$ cat config.mk
export PLATFORM = sky130hd
export DESIGN_NAME = pmac_adc_config
export DESIGN_NICKNAME = d
export VERILOG_FILES = /design/src/pmac_pkg.sv /design/src/pmac_adc_config.sv
export SDC_FILE = /design/constraint.sdc
export NUM_CORES = 1
export LEC_CHECK = 0
export BUFFER_PORTS_ARGS = -buffer_cell sky130_fd_sc_hd__buf_2
export CAP_MARGIN = 20
export CORE_MARGIN = 1
export CORE_UTILIZATION = 45
export DETAILED_ROUTE_END_ITERATION = 8
export SYNTH_ARGS = -nofsm -noshare
export SYNTH_HDL_FRONTEND = slang
export SYNTH_SLANG_ARGS = --single-unit
$ cat constraint.sdc
create_clock -name clock -period 9 [get_ports clock]
set_input_delay 1.35 -clock clock [delete_from_list [all_inputs] [get_ports clock]]
set_output_delay 1.35 -clock clock [all_outputs]
set_load 0.02 [all_outputs]
$ cat src/pmac_pkg.sv
// Constants shared by the power monitor ADC configuration block
package pmac_pkg;
  // Register indices on the internal register port
  localparam logic [5:0] ADDR_SETUP  = 6'h01;
  localparam logic [5:0] ADDR_CAL    = 6'h02;
  localparam logic [5:0] ADDR_DRIFT  = 6'h03;
  localparam logic [5:0] ADDR_RESULT = 6'h04;
  // Reset values
  localparam logic [15:0] SETUP_RST = 16'hFB68;
  localparam logic [14:0] CAL_RST   = 15'h1000;
  localparam logic [13:0] DRIFT_RST = 14'h0000;
  // Field positions inside adc_setup, and the result position in the result register
  localparam int MODE_LSB     = 12;
  localparam int RAIL_CT_LSB  = 9;
  localparam int SENSE_CT_LSB = 6;
  localparam int THERM_CT_LSB = 3;
  localparam int MEAN_LSB     = 0;
  localparam int RESULT_LSB   = 4;
  // Conversion times in microseconds, per time code, and the clock rate in MHz
  localparam int T_US_0 = 50;
  localparam int T_US_1 = 84;
  localparam int T_US_2 = 150;
  localparam int T_US_3 = 280;
  localparam int T_US_4 = 540;
  localparam int T_US_5 = 1052;
  localparam int T_US_6 = 2074;
  localparam int T_US_7 = 4120;
  localparam int CLK_MHZ = 25;
  // Drift correction reference die temperature, degrees C
  localparam int REF_TEMP_C = 25;
  // Result LSB weight in picovolts, wide and narrow span
  localparam int LSB_PV_WIDE   = 312500;
  localparam int LSB_PV_NARROW = 78125;
  // Channel numbers
  localparam logic [1:0] CH_RAIL  = 2'b00;
  localparam logic [1:0] CH_SENSE = 2'b01;
  localparam logic [1:0] CH_THERM = 2'b10;
  // Averaging count per code, as log2 of the sample count
  localparam int MEAN_LOG2_0 = 0;
  localparam int MEAN_LOG2_1 = 2;
  localparam int MEAN_LOG2_2 = 4;
  localparam int MEAN_LOG2_3 = 6;
  localparam int MEAN_LOG2_4 = 7;
  localparam int MEAN_LOG2_5 = 8;
  localparam int MEAN_LOG2_6 = 9;
  localparam int MEAN_LOG2_7 = 10;
  localparam logic [1:0] CH_NONE  = 2'b11;
  typedef enum logic [1:0] {
    ST_IDLE = 2'b00,
    ST_CONV = 2'b01
  } pmac_state_t;
endpackage

$ cat src/pmac_adc_config.sv
// ADC setup, sense calibration and sense voltage result registers
//
// Summary of operation
// - Mode field picks shutdown, triggered or continuous
// - Codes 1h-7h convert chosen channels once
// - Codes 9h-Fh repeat the same channel sets
// - Rail conversion time from eight-entry code table
// - Sense conversion time uses same table
// - Thermal conversion time uses same table
// - Mean count 1 to 1024 on all channels
// - Results update only after averaging completes
// - Fifteen-bit calibration constant, reset 1000h
// - Calibration constant sets current LSB size
// - Fourteen-bit drift coefficient, 1 ppm per LSB
// - Drift correction referenced to 25 degrees C
// - Sense result is 20-bit signed, bits 23-4
// - Result LSB 312.5 nV or 78.125 nV
// - Reserved bits read back as zero
// - Span select bit picks sense input range
// - Drift correction only while enable is set
`timescale 1ns/10ps
module pmac_adc_config #(
  parameter int CYC_PER_US = pmac_pkg::CLK_MHZ
) (
  input  wire logic        clock,
  input  wire logic        resetn,
  input  wire logic        clock_en,
  input  wire logic        soft_reset,
  input  wire logic [5:0]  reg_addr,
  input  wire logic        reg_wr,
  input  wire logic [15:0] reg_wdata,
  input  wire logic        reg_rd,
  output logic      [23:0] reg_rdata,
  input  wire logic        input_span_select,
  input  wire logic        drift_correction_enable,
  input  wire logic [19:0] adc_sample,
  output logic      [1:0]  adc_chan,
  output logic             adc_active,
  output logic             sample_take,
  output logic             result_update,
  output logic      [14:0] current_scale,
  output logic      [13:0] drift_coeff,
  output logic             span_narrow
);
  // Longest conversion fixes the tick counter width
  localparam int TICK_W = $clog2(pmac_pkg::T_US_7 * CYC_PER_US + 1);

  // Conversion time per code, in microseconds
  localparam int CT_US [8] = '{
    pmac_pkg::T_US_0,
    pmac_pkg::T_US_1,
    pmac_pkg::T_US_2,
    pmac_pkg::T_US_3,
    pmac_pkg::T_US_4,
    pmac_pkg::T_US_5,
    pmac_pkg::T_US_6,
    pmac_pkg::T_US_7
  };

  // Averaging count per code, as a power of two
  localparam int MEAN_SH [8] = '{
    pmac_pkg::MEAN_LOG2_0,
    pmac_pkg::MEAN_LOG2_1,
    pmac_pkg::MEAN_LOG2_2,
    pmac_pkg::MEAN_LOG2_3,
    pmac_pkg::MEAN_LOG2_4,
    pmac_pkg::MEAN_LOG2_5,
    pmac_pkg::MEAN_LOG2_6,
    pmac_pkg::MEAN_LOG2_7
  };

  // Host visible registers
  logic        [15:0]       setup_r;
  logic        [15:0]       setup_nxt;
  logic        [14:0]       cal_r;
  logic        [14:0]       cal_nxt;
  logic        [13:0]       drift_r;
  logic        [13:0]       drift_nxt;
  logic        [19:0]       result_r;
  logic        [19:0]       result_nxt;
  logic                     start_r;

  // Conversion sequencer
  pmac_pkg::pmac_state_t    state_r;
  pmac_pkg::pmac_state_t    state_nxt;
  logic        [1:0]        chan_r;
  logic        [1:0]        chan_nxt;
  logic        [TICK_W-1:0] tick_r;
  logic        [TICK_W-1:0] tick_nxt;
  logic        [10:0]       taken_r;
  logic        [10:0]       taken_nxt;
  logic signed [29:0]       acc_r;
  logic signed [29:0]       acc_nxt;

  // Decode
  logic                     setup_wr;
  logic                     cal_wr;
  logic                     drift_wr;
  logic                     step;
  logic        [2:0]        chan_mask;
  logic                     run_cont;
  logic        [1:0]        first_chan;
  logic        [1:0]        next_chan;
  logic                     chan_on;
  logic                     conv_busy;
  logic        [2:0]        conv_code;
  logic        [TICK_W-1:0] conv_len;
  logic                     last_tick;
  logic        [2:0]        mean_code;
  logic        [3:0]        mean_shift;
  logic        [10:0]       mean_len;
  logic                     last_sample;
  logic                     chan_done;
  logic                     seq_end;
  logic signed [29:0]       sample_ext;
  logic signed [29:0]       acc_sum;
  logic        [19:0]       mean_val;
  logic        [23:0]       rd_mux;

  // Register writes; the result register ignores writes
  assign setup_wr  = reg_wr && (reg_addr == pmac_pkg::ADDR_SETUP);
  assign cal_wr    = reg_wr && (reg_addr == pmac_pkg::ADDR_CAL);
  assign drift_wr  = reg_wr && (reg_addr == pmac_pkg::ADDR_DRIFT);
  assign step      = clock_en && !soft_reset;

  assign setup_nxt = setup_wr ? reg_wdata : setup_r;
  assign cal_nxt   = cal_wr ? reg_wdata[14:0] : cal_r;
  assign drift_nxt = drift_wr ? reg_wdata[13:0] : drift_r;

  // Mode field: low three bits pick channels, top bit repeats
  assign chan_mask = setup_r[pmac_pkg::MODE_LSB +: 3];
  assign run_cont  = setup_r[pmac_pkg::MODE_LSB + 3];

  // Empty channel set is shutdown, whatever the top bit
  assign first_chan = chan_mask[0] ? pmac_pkg::CH_RAIL
                    : chan_mask[1] ? pmac_pkg::CH_SENSE
                    : chan_mask[2] ? pmac_pkg::CH_THERM
                    : pmac_pkg::CH_NONE;

  assign next_chan = (chan_r == pmac_pkg::CH_RAIL && chan_mask[1])
                   ? pmac_pkg::CH_SENSE
                   : (chan_r != pmac_pkg::CH_THERM && chan_mask[2])
                   ? pmac_pkg::CH_THERM
                   : pmac_pkg::CH_NONE;

  assign chan_on = (chan_r == pmac_pkg::CH_RAIL  && chan_mask[0])
                || (chan_r == pmac_pkg::CH_SENSE && chan_mask[1])
                || (chan_r == pmac_pkg::CH_THERM && chan_mask[2]);

  assign conv_busy = (state_r == pmac_pkg::ST_CONV);

  // Per-channel conversion time code
  assign conv_code = (chan_r == pmac_pkg::CH_RAIL)
                   ? setup_r[pmac_pkg::RAIL_CT_LSB +: 3]
                   : (chan_r == pmac_pkg::CH_SENSE)
                   ? setup_r[pmac_pkg::SENSE_CT_LSB +: 3]
                   : setup_r[pmac_pkg::THERM_CT_LSB +: 3];
  assign conv_len  = TICK_W'(CT_US[conv_code] * CYC_PER_US);
  // Compare with >= so a shrunken field cannot run the counter away
  assign last_tick = conv_busy && (tick_r >= conv_len - TICK_W'(1));

  // Same averaging count for every active channel
  assign mean_code   = setup_r[pmac_pkg::MEAN_LSB +: 3];
  assign mean_shift  = 4'(MEAN_SH[mean_code]);
  assign mean_len    = 11'(11'h001 << mean_shift);
  assign last_sample = last_tick && (taken_r >= mean_len - 11'h001);
  // A fresh mode write wins over a finishing channel
  assign chan_done   = last_sample && !start_r;
  assign seq_end     = chan_done && (next_chan == pmac_pkg::CH_NONE)
                    && !run_cont;

  assign sample_ext = {{10{adc_sample[19]}}, adc_sample};
  assign acc_sum    = acc_r + sample_ext;
  assign mean_val   = 20'(acc_sum >>> mean_shift);

  assign state_nxt = start_r
                   ? ((first_chan != pmac_pkg::CH_NONE) ? pmac_pkg::ST_CONV
                                                         : pmac_pkg::ST_IDLE)
                   : seq_end ? pmac_pkg::ST_IDLE : state_r;

  assign chan_nxt = start_r ? first_chan
                  : !chan_done ? chan_r
                  : (next_chan != pmac_pkg::CH_NONE) ? next_chan
                  : run_cont ? first_chan : pmac_pkg::CH_NONE;

  assign tick_nxt = (start_r || last_tick || !conv_busy) ? {TICK_W{1'b0}}
                  : tick_r + TICK_W'(1);

  assign taken_nxt = (start_r || last_sample) ? 11'h000
                   : last_tick ? taken_r + 11'h001 : taken_r;

  assign acc_nxt = (start_r || last_sample) ? 30'h00000000
                 : last_tick ? acc_sum : acc_r;

  // Result moves only once the whole mean is complete
  assign result_nxt = (chan_done && chan_r == pmac_pkg::CH_SENSE)
                    ? mean_val : result_r;

  // Reserved bits are padded with zero
  assign rd_mux = (reg_addr == pmac_pkg::ADDR_SETUP)  ? {8'h00, setup_r}
                : (reg_addr == pmac_pkg::ADDR_CAL)    ? {9'h000, cal_r}
                : (reg_addr == pmac_pkg::ADDR_DRIFT)  ? {10'h000, drift_r}
                : (reg_addr == pmac_pkg::ADDR_RESULT) ? {result_r, 4'h0}
                : 24'h000000;

  always_ff @(posedge clock or negedge resetn) begin
    if (!resetn) begin
      setup_r <= pmac_pkg::SETUP_RST;
      cal_r   <= pmac_pkg::CAL_RST;
      drift_r <= pmac_pkg::DRIFT_RST;
      start_r <= 1'h1;
    end else if (clock_en) begin
      if (soft_reset) begin
        setup_r <= pmac_pkg::SETUP_RST;
        cal_r   <= pmac_pkg::CAL_RST;
        drift_r <= pmac_pkg::DRIFT_RST;
        start_r <= 1'h1;
      end else begin
        setup_r <= setup_nxt;
        cal_r   <= cal_nxt;
        drift_r <= drift_nxt;
        start_r <= setup_wr;
      end
    end
  end

  always_ff @(posedge clock or negedge resetn) begin
    if (!resetn) begin
      state_r  <= pmac_pkg::ST_IDLE;
      chan_r   <= pmac_pkg::CH_NONE;
      tick_r   <= {TICK_W{1'b0}};
      taken_r  <= 11'h000;
      acc_r    <= 30'h00000000;
      result_r <= 20'h00000;
    end else if (clock_en) begin
      if (soft_reset) begin
        state_r  <= pmac_pkg::ST_IDLE;
        chan_r   <= pmac_pkg::CH_NONE;
        tick_r   <= {TICK_W{1'b0}};
        taken_r  <= 11'h000;
        acc_r    <= 30'h00000000;
        result_r <= 20'h00000;
      end else begin
        state_r  <= state_nxt;
        chan_r   <= chan_nxt;
        tick_r   <= tick_nxt;
        taken_r  <= taken_nxt;
        acc_r    <= acc_nxt;
        result_r <= result_nxt;
      end
    end
  end

  always_ff @(posedge clock or negedge resetn) begin
    if (!resetn) begin
      reg_rdata     <= 24'h000000;
      adc_chan      <= pmac_pkg::CH_NONE;
      adc_active    <= 1'h0;
      sample_take   <= 1'h0;
      result_update <= 1'h0;
      current_scale <= pmac_pkg::CAL_RST;
      drift_coeff   <= 14'h0000;
      span_narrow   <= 1'h0;
    end else if (clock_en) begin
      if (reg_rd) begin
        reg_rdata <= rd_mux;
      end
      adc_chan      <= chan_r;
      adc_active    <= conv_busy;
      sample_take   <= last_tick && !start_r;
      result_update <= chan_done;
      current_scale <= cal_r;
      // Coefficient is applied about 25 C by the correction stage
      drift_coeff   <= drift_correction_enable ? drift_r : 14'h0000;
      span_narrow   <= input_span_select;
    end
  end
endmodule

==> results.md, run 1 <==
- The portion of total power attributed to combinational logic is 41.7%.
- Setup repair after global routing left no endpoint under its margin.
- Headroom to the max-slew limit came out at 27.2%.
- The worst slack at placement is 1.18 ns.
- The share of the yosys chip area belonging to registers is 36.0%.
- Measured in cells, the most critical reg-to-reg path has a length of 29.
- Of the available clock period, the critical path in the final layout requires 88.8%.
- The power density relative to cell area is 203 nW/um^2.
- The most numerous cell type found on the critical path is sky130_fd_sc_hd__inv_1.
- The wire length per cell after detailed routing is 18.8 um.
- The post-CTS setup buffer count is 0.
- The final weighted congestion in routability-driven placement is 0.912.
- The count of clock tree sinks is 186.
- Among cell families on the critical path, the largest total delay comes from compound AO/OA/AOI/OAI gates.
- The number of setup violations in the final report is 0.
- The kind of end point of the critical path is a flip-flop.
- Setup total negative slack on the finished layout was measured at 0 ns.
- The mapped netlist covers 13000 sq um.
- In this run, post-CTS repair resized a total of 0 instances.
- The insertion delay to the later sink of the worst-skew pair is 0.44 ns.
- The number of buffer and inverter stages on the critical path is 7.
- The total routing resource utilization after global routing is 25.0%.
- For this configuration, the core starts out at a cell density of 46.2%.
- In this run, synthesis produced a sequential element count of 186.
- The highest cell delay on the worst timing path is 0.65 ns.
- The post-synthesis cell type count is 81.
- Across the VDD grid, the largest voltage drop is 0.133 mV.
- The number of synthesized flops with an enable pin is 0.
- The top-area cell type share of the netlist area is 32.6%.
- The part of the power in the clock network is 26.5%.
- The initial antenna violation count came to 0.
- The worst hold path begins at reg_rdata[15].
- For hold timing, the worst endpoint is reg_rdata[15].
- The root cell of the clock tree is sky130_fd_sc_hd__clkbuf_16.
- The final-report hold violation count was 0.
- The number of nets at the end of the flow is 1683.
- The number of global-route vias before repair was 10717.
- The kind of path behind the tightest hold check is flip-flop to flip-flop.
- Cell internal power was estimated by the tool at 0.00176 W.
- The setup skew after layout is 0.0158 ns.
- Sequential cells burn 31.8% of the power.
- The total overflow left after global routing is 0.
- The H-tree generated during clock tree synthesis spans 4 levels.
- The die outline area is 29500 sq um.
- The count of nets left with antenna violations once routing finished came out at 0.
- The standard-cell row count is 61.
- The total routed wirelength is 36.1 mm.
- The total power of the final layout is 0.00294 W.
- Across all layers, the routed design uses 11359 vias.
- In the routed design, unresolved DRC markers number 0.
- Along the worst hold path, the cell count comes to 2.
- The mean area per synthesized cell is 8.87 sq um.
- The area growth from synthesis to layout is 11.4%.
- The routed design could run at a clock period as short as 7.99 ns.
- The number of instances in the placed design is 1888.
- The setup path with the least slack is of type flip-flop to flip-flop.
- The largest net degree at the start of global routing is 86.
- The clock transition time at the flip-flop clock pins of the worst setup and hold paths is 0.08 ns.
- The net count after synthesis is 1617.
- The flow ran to the end, and the final reports show no timing, DRC or antenna violations.
- In this run the critical register-to-register path is captured at acc_r[13].
- The vertical extent of the die is 172 um.
- The HPWL after detailed placement is 26.9 mm.
- Sorting the synthesized cells by area gives the leading types as sky130_fd_sc_hd__dfrtp_1 (33%), sky130_fd_sc_hd__ha_1 (8.6%), sky130_fd_sc_hd__o21ai_0 (5.5%).
- During synthesis, Yosys emitted a total of 0 warnings.
- TritonCTS built the clock tree.
- Across the run, the number of max-cap violations was 0.
- In this run the deepest clock path goes through 2 buffers.
- The post-route netlist has 14.4% of its cells at a drive strength greater than 1.
- The peak clock frequency supported by timing is 125 MHz.
- The first global-routing pass estimated 57.8 mm of wire.
- During I/O placement, the number of pins put on the boundary was 109.
- Measured along the x axis, the die boundary spans 172 um.
- The total leakage power is 6.83 nW.
- The via-per-instance ratio is 5.91.
- The setup slack after layout is 1.01 ns.
- The critical path data required time is 9.33 ns.
- Counting buffers and inverters, the worst setup path is 29 cells deep.
- The leading register cell type out of synthesis is sky130_fd_sc_hd__dfrtp_1.
- The area occupied by multi-input gates is 7710 sq um.
- The pre-antenna-repair detailed-routing pass consisted of 5 iterations.
- The switching power as a share of total power is 40.0%.
- Counting the buffers created by CTS gives 17.
- The transition time at the pin with the least slew margin is 1.09 ns.
- Fill cells in the final layout number 2758.
- 0 antenna diodes ended up in the layout.
- The hold buffer count at cts is 0.
- The area used by sequential logic in the layout is 4680 sq um.
- The count of port buffers added during placement is 108.
- STA classifies the critical path startpoint as a flip-flop.
- The number of max-slew violations in the final report was 0.
- The net load switching power is 0.00117 W.
- Among all stages on the critical path, the largest delay is contributed by sky130_fd_sc_hd__a21bo_1.
- The dominant cell type by area after synthesis is sky130_fd_sc_hd__dfrtp_1.
- The core area is 28100 sq um.
- The share of synthesized registers carrying an async set or reset is 100%.
- The finished layout holds 1921 standard cells, fillers aside.
- In this run the critical register-to-register path is launched from chan_r[0].
- The initial detailed-routing violation count is 883.
- The signal arrival time at the worst endpoint is 8.33 ns.
- The gate count of the mapped netlist is 1464.
- For flop-to-flop paths, the worst setup slack is 1.01 ns.
- The largest driver fanout on the critical path is 24.
## how the worst max path moves through the flow
| stage | start | to |
|---|---|---|
| after detailed placement | chan_r[0] | result_r[1] |
| after floorplan | chan_r[0] | result_r[18] |
| after global placement | chan_r[0] | result_r[1] |
| final | chan_r[0] | acc_r[13] |
| after global routing | chan_r[0] | taken_r[7] |
| after CTS | chan_r[0] | result_r[1] |
## kinds of logic after synthesis
logic type	synth area share [%]
XOR/XNOR	2.70
flip-flops	36.0
AO/OA/AOI/OAI	23.9
multiplexers	5.85
adder cells (fa/ha/maj)	10.7
AND/OR/NAND/NOR	15.9
other	0.0289
buffers and inverters	4.85
## metrics by stage
stage | instance area, sq um | hold WS [ns] | utilization, %
4_1_cts | 14500 | 0.481 | 51.5
3_5_place_dp | 13900 | 0.465 | 49.3
5_1_grt | 14500 | 0.515 | 51.5
6_report | 14500 | 0.473 | 51.5
3_3_place_gp | 13900 | 0.456 | 49.3
2_1_floorplan | 13000 | 0.443 | -
## layer usage
metal  GRT usage (%)  vias to the layer above  routed length (um)
met1            36.1                     5512               17400
met3            3.94                       29                1820
met2            39.9                      308               16600
met4            4.66                        0                 359
li1                -                     5510                   -
met5               0                        -                   0
## layout make-up
| type | instances | share of cell area (%) |
|---|---|---|
| Sequential cell | 186 | 32.3 |
| Inverter | 89 | 2.31 |
| Timing Repair Buffer | 124 | 4.63 |
| Tap cell | 378 | 3.27 |
| Clock inverter | 15 | 1.24 |
| Multi-Input combinational cell | 1112 | 53.3 |
| Clock buffer | 17 | 2.94 |
## sequential cells by signal, indices dropped and copies added, names as in the netlist, 2 cells and up
signal and flops:
tick_r 17, chan_r 2, result_r 20, drift_r 14, current_scale 15, reg_rdata 24
adc_chan 2, setup_r 16, acc_r 30, taken_r 11, drift_coeff 14, cal_r 15
## power groups by stage
stage                     registers, W  clock network (W)  logic, W
after CTS                     0.000934           0.000792   0.00122
after global routing          0.000941           0.000825   0.00137
final                         0.000935           0.000779   0.00122
after floorplan               0.000942                  0  0.000899
after detailed placement      0.000950                  0   0.00121
after global placement        0.000950                  0   0.00119
## synthesized netlist by cell type, types with 5 or more instances
master / n
sky130_fd_sc_hd__nor3_1: 17
sky130_fd_sc_hd__xnor2_1: 25
sky130_fd_sc_hd__ha_1: 89
sky130_fd_sc_hd__o31ai_1: 14
sky130_fd_sc_hd__dfstp_2: 17
sky130_fd_sc_hd__a31oi_1: 12
sky130_fd_sc_hd__or3_1: 12
sky130_fd_sc_hd__dfrtp_1: 169
sky130_fd_sc_hd__nand2_1: 162
sky130_fd_sc_hd__o211ai_1: 17
sky130_fd_sc_hd__mux2i_1: 41
sky130_fd_sc_hd__nor2_1: 84
sky130_fd_sc_hd__buf_2: 5
sky130_fd_sc_hd__a21boi_0: 5
sky130_fd_sc_hd__mux2_2: 29
sky130_fd_sc_hd__buf_1: 7
sky130_fd_sc_hd__fa_1: 14
sky130_fd_sc_hd__a221oi_1: 17
sky130_fd_sc_hd__o221ai_1: 6
sky130_fd_sc_hd__a211oi_1: 13
sky130_fd_sc_hd__and3_1: 27
sky130_fd_sc_hd__nand4_1: 17
sky130_fd_sc_hd__o21ai_1: 6
sky130_fd_sc_hd__a22o_1: 43
sky130_fd_sc_hd__nand3_1: 41
sky130_fd_sc_hd__o22a_1: 9
sky130_fd_sc_hd__o21bai_1: 6
sky130_fd_sc_hd__nand2b_1: 27
sky130_fd_sc_hd__o21ai_0: 143
sky130_fd_sc_hd__a21o_1: 21
sky130_fd_sc_hd__a21oi_1: 71
sky130_fd_sc_hd__nor4_1: 9
sky130_fd_sc_hd__o22ai_1: 16
sky130_fd_sc_hd__xor2_1: 15
sky130_fd_sc_hd__inv_1: 87
sky130_fd_sc_hd__clkbuf_1: 65
sky130_fd_sc_hd__and2_1: 12
sky130_fd_sc_hd__or4_1: 6
sky130_fd_sc_hd__o21a_1: 12
## worst reg2reg max path: cells and delay by family (launching register included)
family / cells / cell delay [ns]
buffers and inverters: 7 / 1.07
AOI/OAI and AO/OA: 10 / 3.20
adders and majority gates: 6 / 2.05
xor gates and xnor gates: 1 / 0.17
muxes: 1 / 0.10
and+or+nand+nor: 4 / 0.65
DFF: 1 / 0.63
## placed cells by master (no fill, tap or decap), drive strengths merged, types with 18 or more instances in the layout
cell type  synthesis  final
dfrtp            169    169
nand2            162    162
o21ai            149    149
buf               12    123
inv               88     94
ha                89     89
nor2              84     84
a21oi             71     71
a22o              43     43
mux2i             41     41
nand3             41     41
mux2              29     29
nand2b            27     27
and3              27     27
xnor2             25     25
a21o              21     21
nor3              18     18
a221oi            18     18
clkbuf            65     18
No activity file was read; power rests on OpenSTA's default activity.
==> inputs of run 2 (changes only) <==
--- a/config.mk
+++ b/config.mk
@@ -10,6 +10,8 @@
 export CORE_MARGIN = 1
 export CORE_UTILIZATION = 45
 export DETAILED_ROUTE_END_ITERATION = 8
+export GPL_TIMING_DRIVEN = 0
+export SLEW_MARGIN = 15
 export SYNTH_ARGS = -nofsm -noshare
 export SYNTH_HDL_FRONTEND = slang
 export SYNTH_SLANG_ARGS = --single-unit
==> run 2 against run 1 <==
Net effect: clock skew shrank 0.0020 ns; non-clock buffer count rose by 63; count of clock-buffer cells in the layout unchanged; utilization increased by 0.82 points; die area unchanged; power is 1.1% higher; via count increased by 3.8%; critical path depth grew 1; sequential power decreased by 1%; first-iteration DRC count decreased by 2.5%; critical endpoint is now acc_r[9].
==> results.md, run 2 (synthesis gave the netlist of run 1 again) <==
- The number of levels the H-tree was split into is 4.
- The die covers 29500 sq um.
- Leaving out fill and tap cells, the most frequent cell in the layout is sky130_fd_sc_hd__dfrtp_1.
- The worst register-to-register path begins at chan_r[1].
- The worst-case clock buffer depth is 2.
- The total routed wirelength is 38.7 mm.
- The cell sitting at the root of the clock tree is a sky130_fd_sc_hd__clkbuf_16.
- The total congestion overflow is 0.
- In this run the cell area measured after placement is 14100 sq um.
- For this design the ratio of total power to cell area is 202 nW/um^2.
- In the final timing run, aggregate negative setup slack is 0 ns.
- At the worst endpoint, the required time is 9.38 ns.
- The endpoint of the most critical setup path is acc_r[9].
- At the pin with the least slew margin, the transition time is 0.954 ns.
- The total routing resource utilization after global routing is 27.0%.
- The largest registers in the layout are acc_r x30, reg_rdata x24, result_r x20.
- The register name with the most flops is acc_r.
- The kind of end point of the critical path is a flip-flop.
- The run finished with clean final reports.
- For the finished layout, the period the worst path requires is 8.35 ns.
- Setup repair after global routing left no endpoint under its margin.
- The worst slack at placement is 0.628 ns.
- The initial antenna violation count is 0.
- The maximum vdd drop is 0.132 mV.
- The register with the most flip-flops in the layout has 30 of them.
- The slowest cell on the critical path is sky130_fd_sc_hd__dfstp_2.
- The worst hold path begins at reg_rdata[22].
- In the layout the commonest cells are sky130_fd_sc_hd__dfrtp_1 (169), sky130_fd_sc_hd__nand2_1 (162), sky130_fd_sc_hd__o21ai_0 (143).
- In this run the tool buffered the top-level ports with 108 buffer cells.
- Tracing the worst setup path back leads to its startpoint at chan_r[1].
- For this run, global-route usage on met1 was measured as 40.6%.
- The clock net in this run drives a total of 186 sinks.
- The post-route clock period utilization is 92.8%.
- The standard-cell row count is 61.
- The number of max-slew violations in the final report was 0.
- Gates resized during post-CTS repair numbered 0.
- The post-CTS setup buffer count is 0.
- The insertion delay to the later sink of the worst-skew pair is 0.44 ns.
- By startpoint and endpoint, the worst setup path is classified as flip-flop to flip-flop.
- The number of CTS-inserted buffers is 17.
- The die extent in x is 172 um.
- From bottom edge to top edge, the die measures 172 um.
- Setup slack on the critical path of the routed design comes to 0.645 ns.
- The number of global-route vias before repair was 11234.
- In the final routed layout, each cell accounts on average for 19.5 um.
- The half-perimeter wire length after placement is 29.9 mm.
- The number of search-and-repair iterations in the first detailed-routing pass is 6.
- The peak clock frequency supported by timing is 120 MHz.
- Across the routed clock network, the largest skew measured is 0.0139 ns.
- After floorplanning, the core was sized to cover 28100 sq um.
- The most heavily used metal layer in global routing is met2.
- The final weighted congestion in routability-driven placement is 0.937.
- Counting cells, the worst reg-to-reg path comes to 30.
- The number of maximum-capacitance violations is 0.
- Entering global routing, the biggest net connects 86 pins.
- The fraction of final layout cells sized beyond drive strength 1 is 13.1%.
- The endpoint of the worst register-to-register path is acc_r[9].
- The first routing iteration left 861 violations.
- During I/O placement, the number of pins put on the boundary was 109.
- The total leakage power is 6.90 nW.
- The repair_antennas step left the layout with diodes totalling 0.
- The cell that appears most often on the critical path is sky130_fd_sc_hd__inv_1.
- The number of hold buffers added after CTS was 0.
- The final cell area excluding filler cells is 14700 sq um.
- The tightest hold margin is 0.474 ns.
- The final-report hold violation count was 0.
- Compared with the post-synthesis result, the final layout area differs by 13.2%.
- The first-pass GRT wire length is 61.6 mm.
- The final layout contains 1746 nets.
- TritonCTS built the clock tree.
- STA classifies the critical path startpoint as a flip-flop.
- The relative slew slack is 36.0%.
- The kind of path behind the tightest hold check is flip-flop to flip-flop.
- The internal reg-to-reg setup slack is 0.65 ns.
- The largest driver fanout on the critical path is 10.
- The signal arrival time at the worst endpoint is 8.74 ns.
- The final standard cell utilization of the core is 52.3%.
- The clock transition time at the flip-flop clock pins of the worst setup and hold paths is 0.08 ns.
- The number of DRC violations after detailed routing is 0.
- The via count is 11793.
- Once the floorplan was initialized, standard cells occupied 46.2% of the core.
- The number of cells on the worst hold path is 2.
- The via-per-instance ratio is 5.95.
- For met2 alone, demand over resource in global routing was 40.7%.
- The detail route stage leaves a number of antenna-violating nets equal to 0.
- The number of setup violations in the final report is 0.
- The global-route met3 utilization is 4.10%.
- The highest cell delay on the worst timing path is 0.57 ns.
[run 2: cell type report]
class / instances / area [sq um]
sequential: 186 / 4680
timing repair buffer: 110 / 606
buffer: 77 / 298
tap: 378 / 473
fill: 2770 / 13400
inverter: 89 / 334
clock buffer: 17 / 425
multi-input combinational: 1112 / 7690
clock inverter: 14 / 201
[run 2: worst min path at each step]
stage	endpoint	slack (ns)
after floorplan	result_r[19]	0.44
after global placement	reg_rdata[22]	0.47
after detailed placement	reg_rdata[22]	0.47
after CTS	reg_rdata[22]	0.48
after global routing	reg_rdata[18]	0.50
final	reg_rdata[22]	0.47
[run 2: routing by layer]
metal / wire (um) / vias to the layer above
met5: 0 / -
met4: 446 / 0
met3: 2570 / 30
met2: 17200 / 385
met1: 18500 / 5757
li1: - / 5621
[run 2: per-stage QoR]
stage	cells	power, W
3_3_place_gp	1950	0.00214
3_5_place_dp	1952	0.00216
6_report	1983	0.00297
5_1_grt	1983	0.00317
4_1_cts	1983	0.00298
2_1_floorplan	1464	0.00184
[run 2: where the power goes]
part           switching [W]  leakage, nW  internal [W]
sequential         0.0000360         2.50      0.000887
combinational       0.000757         4.09      0.000480
clock               0.000381        0.307      0.000428
total                0.00117         6.90       0.00179
[run 2: critical path, delay by kind of cell, from the launching register on]
| family | cells | cell delay [ns] |
|---|---|---|
| AOI/OAI and AO/OA | 9 | 2.34 |
| xor gates and xnor gates | 1 | 0.09 |
| adders and majority gates | 6 | 2.12 |
| buffers and inverters | 7 | 1.46 |
| DFF | 1 | 0.57 |
| and+or+nand+nor | 7 | 1.69 |
==> inputs of run 3 (changes only) <==
--- a/config.mk
+++ b/config.mk
@@ -11,6 +11,7 @@
 export CORE_UTILIZATION = 45
 export DETAILED_ROUTE_END_ITERATION = 8
 export GPL_TIMING_DRIVEN = 0
+export PLACE_DENSITY = 0.65
 export SLEW_MARGIN = 15
 export SYNTH_ARGS = -nofsm -noshare
 export SYNTH_HDL_FRONTEND = slang
==> constraint.sdc (replaced) <==
create_clock -name clock -period 7.4 [get_ports clock]
set_input_delay 1.11 -clock clock [delete_from_list [all_inputs] [get_ports clock]]
set_output_delay 1.11 -clock clock [all_outputs]
set_load 0.02 [all_outputs]
==> run 3 against run 2 <==
Net effect: power rose by 21%; critical path depth fell by 2; largest power group unchanged; global-route usage barely moved; wire length rose by 0.98%; register-to-register slack got worse by 0.29 ns; clock skew fell by 0.0038 ns; largest cell class unchanged; count of clock-buffer cells in the layout did not move.
==> results.md, run 3 (synthesis gave the netlist of run 1 again) <==
- The total routed wirelength is 39.1 mm.
- The die is 172 um tall.
- The hold buffer count at cts is 0.
- The total leakage power is 6.94 nW.
- The post-route clock period utilization is 95.2%.
- The setup check on the worst reg-to-reg path leaves a slack of 0.35 ns.
- In the final timing run, aggregate negative setup slack is 0 ns.
- The total overflow left after global routing is 0.
- The core area is 28100 sq um.
- The count of port buffers added during placement is 108.
- In this run the critical register-to-register path is captured at result_r[18].
- The TritonCTS clock tree is yes.
- The half-perimeter wire length after placement is 29.7 mm.
- Measured on the finished design, the core utilization comes to 52.6%.
- Compared with the post-synthesis result, the final layout area differs by 13.8%.
- The largest driver fanout on the critical path is 8.
- The number of placed I/O pins is 109.
- Among the stages of the critical path, the cell type that occurs most often is sky130_fd_sc_hd__inv_1.
- The power density relative to cell area is 242 nW/um^2.
- The root cell of the clock tree is sky130_fd_sc_hd__clkbuf_16.
- At the later pin of the worst-skew pair, clock insertion delay measures 0.45 ns.
- The most critical setup path has its startpoint at chan_r[0].
- The type of element launching the critical path is a flip-flop.
- The clock passes through at most 2 buffers.
- The first-pass GRT wire length is 61.9 mm.
- The peak clock frequency supported by timing is 142 MHz.
- After clock tree synthesis, the clock-pin slew on the worst setup and hold paths is 0.07 ns.
- The flow ran to the end, and the final reports show no timing, DRC or antenna violations.
- The final-report hold violation count came to 0.
- The number of maximum-capacitance violations is 0.
- The fraction of final layout cells sized beyond drive strength 1 is 15.2%.
- Power comes to 0.00358 W.
- The largest single stage delay on the critical path is 0.65 ns.
- The largest net degree at the start of global routing is 96.
- The most common library cell in the layout ignoring fill and taps is sky130_fd_sc_hd__dfrtp_1.
- In this run the critical register-to-register path is launched from chan_r[0].
- The first detailed-routing pass ran for 5 iterations.
- The kind of path behind the tightest hold check is flip-flop to flip-flop.
- Measured in cells, the most critical reg-to-reg path has a length of 28.
- The endpoint of the most critical setup path is result_r[18].
- The register name with the most flops is acc_r.
- In this run the core area contains 61 standard-cell rows.
- Broken down by cell family, the worst path's largest delay share belongs to adder cells.
- The wire length per cell after detailed routing is 19.7 um.
- The die outline area is 29500 sq um.
- In this run the remaining antenna-violating nets after routing total 0.
- Across all layers, the routed design uses 12052 vias.
- The kind of end point of the critical path is a flip-flop.
- For this design, the sink count on the clock tree is 186.
- The finished cells cover 14800 sq um.
- After detailed routing, the number of remaining DRC violations is 0.
- STA puts the critical path data required time at 7.74 ns.
- At the end of the flow, the number of nets in the layout was 1749.
- At the worst endpoint, the arrival time is 7.38 ns.
- In this run, the number of DRC markers left after iteration 0 of detailed routing was 828.
- The library cells used most frequently in the layout, excluding fill and tap cells, are sky130_fd_sc_hd__dfrtp_1 (169), sky130_fd_sc_hd__nand2_1 (160), sky130_fd_sc_hd__o21ai_0 (141).
- Across the routed clock network, the largest skew measured is 0.0101 ns.
- In the final layout, the registers with the most flip-flops are acc_r x30, reg_rdata x24, result_r x20.
- At the pin with the least slew margin, the transition time is 0.964 ns.
- The via-per-instance ratio is 6.06.
- The initial antenna violation count is 0.
- The critical path contains buffers and inverters numbering 6 combined.
- The worst path in the final design needs a cycle of 7.05 ns, including I/O delays and setup.
- The number of max-slew violations in the final report is 0.
- The final weighted congestion in routability-driven placement is 0.919.
- Summing all placed instances gives a cell area of 14000 sq um.
- The register with the most flip-flops in the layout has 30 of them.
- Setup violations remaining at the end of the flow were counted as 0.
- The number of levels the H-tree was split into is 4.
- The number of CTS-inserted buffers is 17.
- The number of global-route vias before repair is 11400.
- By startpoint and endpoint, the worst setup path is classified as flip-flop to flip-flop.
- IR analysis of the VDD net gives a maximum drop of 0.158 mV.
- The relative slew slack is 35.6%.
- The critical path crosses 28 cells after its start point.
- Global routing used 27.0% of the available tracks across all layers.
- Once the floorplan was initialized, standard cells occupied 46.2% of the core.
- The die extent in x is 172 um.
- The slowest cell on the critical path is sky130_fd_sc_hd__dfstp_2.
==> run 3: changes by cell type in the layout (fill, tap and decap cells not counted), moves of 3 or more <==
cell and change:
sky130_fd_sc_hd__clkbuf_4 +5, sky130_fd_sc_hd__clkbuf_2 +3, sky130_fd_sc_hd__inv_6 +4, sky130_fd_sc_hd__buf_4 +7, sky130_fd_sc_hd__clkbuf_1 -10, sky130_fd_sc_hd__clkinvlp_4 +3
==> run 3: area by class of cell <==
class                           instances  area (sq um)
Antenna cell                            1          2.50
Buffer                                 74           318
Clock buffer                           17           425
Clock inverter                         15           138
Fill cell                            2721         13300
Inverter                               89           338
Multi-Input combinational cell       1112          7780
Sequential cell                       186          4680
Tap cell                              378           473
Timing Repair Buffer                  116           631
==> run 3: timing repair <==
action / 4_1_cts / 5_1_grt
endpoints found under the setup margin: 81 / 74
resized for setup: 22 / 30
endpoints found under the hold margin: 0 / 0
pin swaps: 1 / 3
setup buffers: 4 / 3
==> run 3: through the flow <==
step / instances / setup slack [ns] / hold WS, ns
5_1_grt: 1987 / -0.00737 / 0.510
2_1_floorplan: 1464 / 0.802 / 0.443
6_report: 1988 / 0.354 / 0.485
3_3_place_gp: 1950 / -0.901 / 0.459
4_1_cts: 1986 / 0.0646 / 0.490
3_5_place_dp: 1951 / -0.993 / 0.470
==> run 3: tightest hold or removal path: stages (launching register included) <==
cell and delay (ns):
sky130_fd_sc_hd__dfrtp_1 0.34, sky130_fd_sc_hd__nand2_1 0.05, sky130_fd_sc_hd__o21ai_0 0.06
==> run 3: worst min-delay path by stage <==
stage / end / cells after the start / start
6_report: reg_rdata[13] / 2 / reg_rdata[13]
3_3_place_gp: reg_rdata[19] / 2 / reg_rdata[19]
5_1_grt: reg_rdata[13] / 2 / reg_rdata[13]
2_1_floorplan: result_r[19] / 2 / result_r[19]
3_5_place_dp: reg_rdata[6] / 2 / reg_rdata[6]
4_1_cts: reg_rdata[19] / 2 / reg_rdata[19]
==> run 3: where the power goes <==
part           internal, W  switching, W
combinational     0.000605      0.000947
sequential         0.00108     0.0000466
clock             0.000445      0.000462
total              0.00213       0.00146
==> run 3: routing by layer <==
metal  GRT usage, %  vias to the layer above  part of all wire, %
met3           3.16                       63                  5.3
met5              0                        -                    0
met4           8.27                        0                  2.1
met1           38.8                     5948                   47
li1               -                     5635                    -
met2           42.4                      406                   46
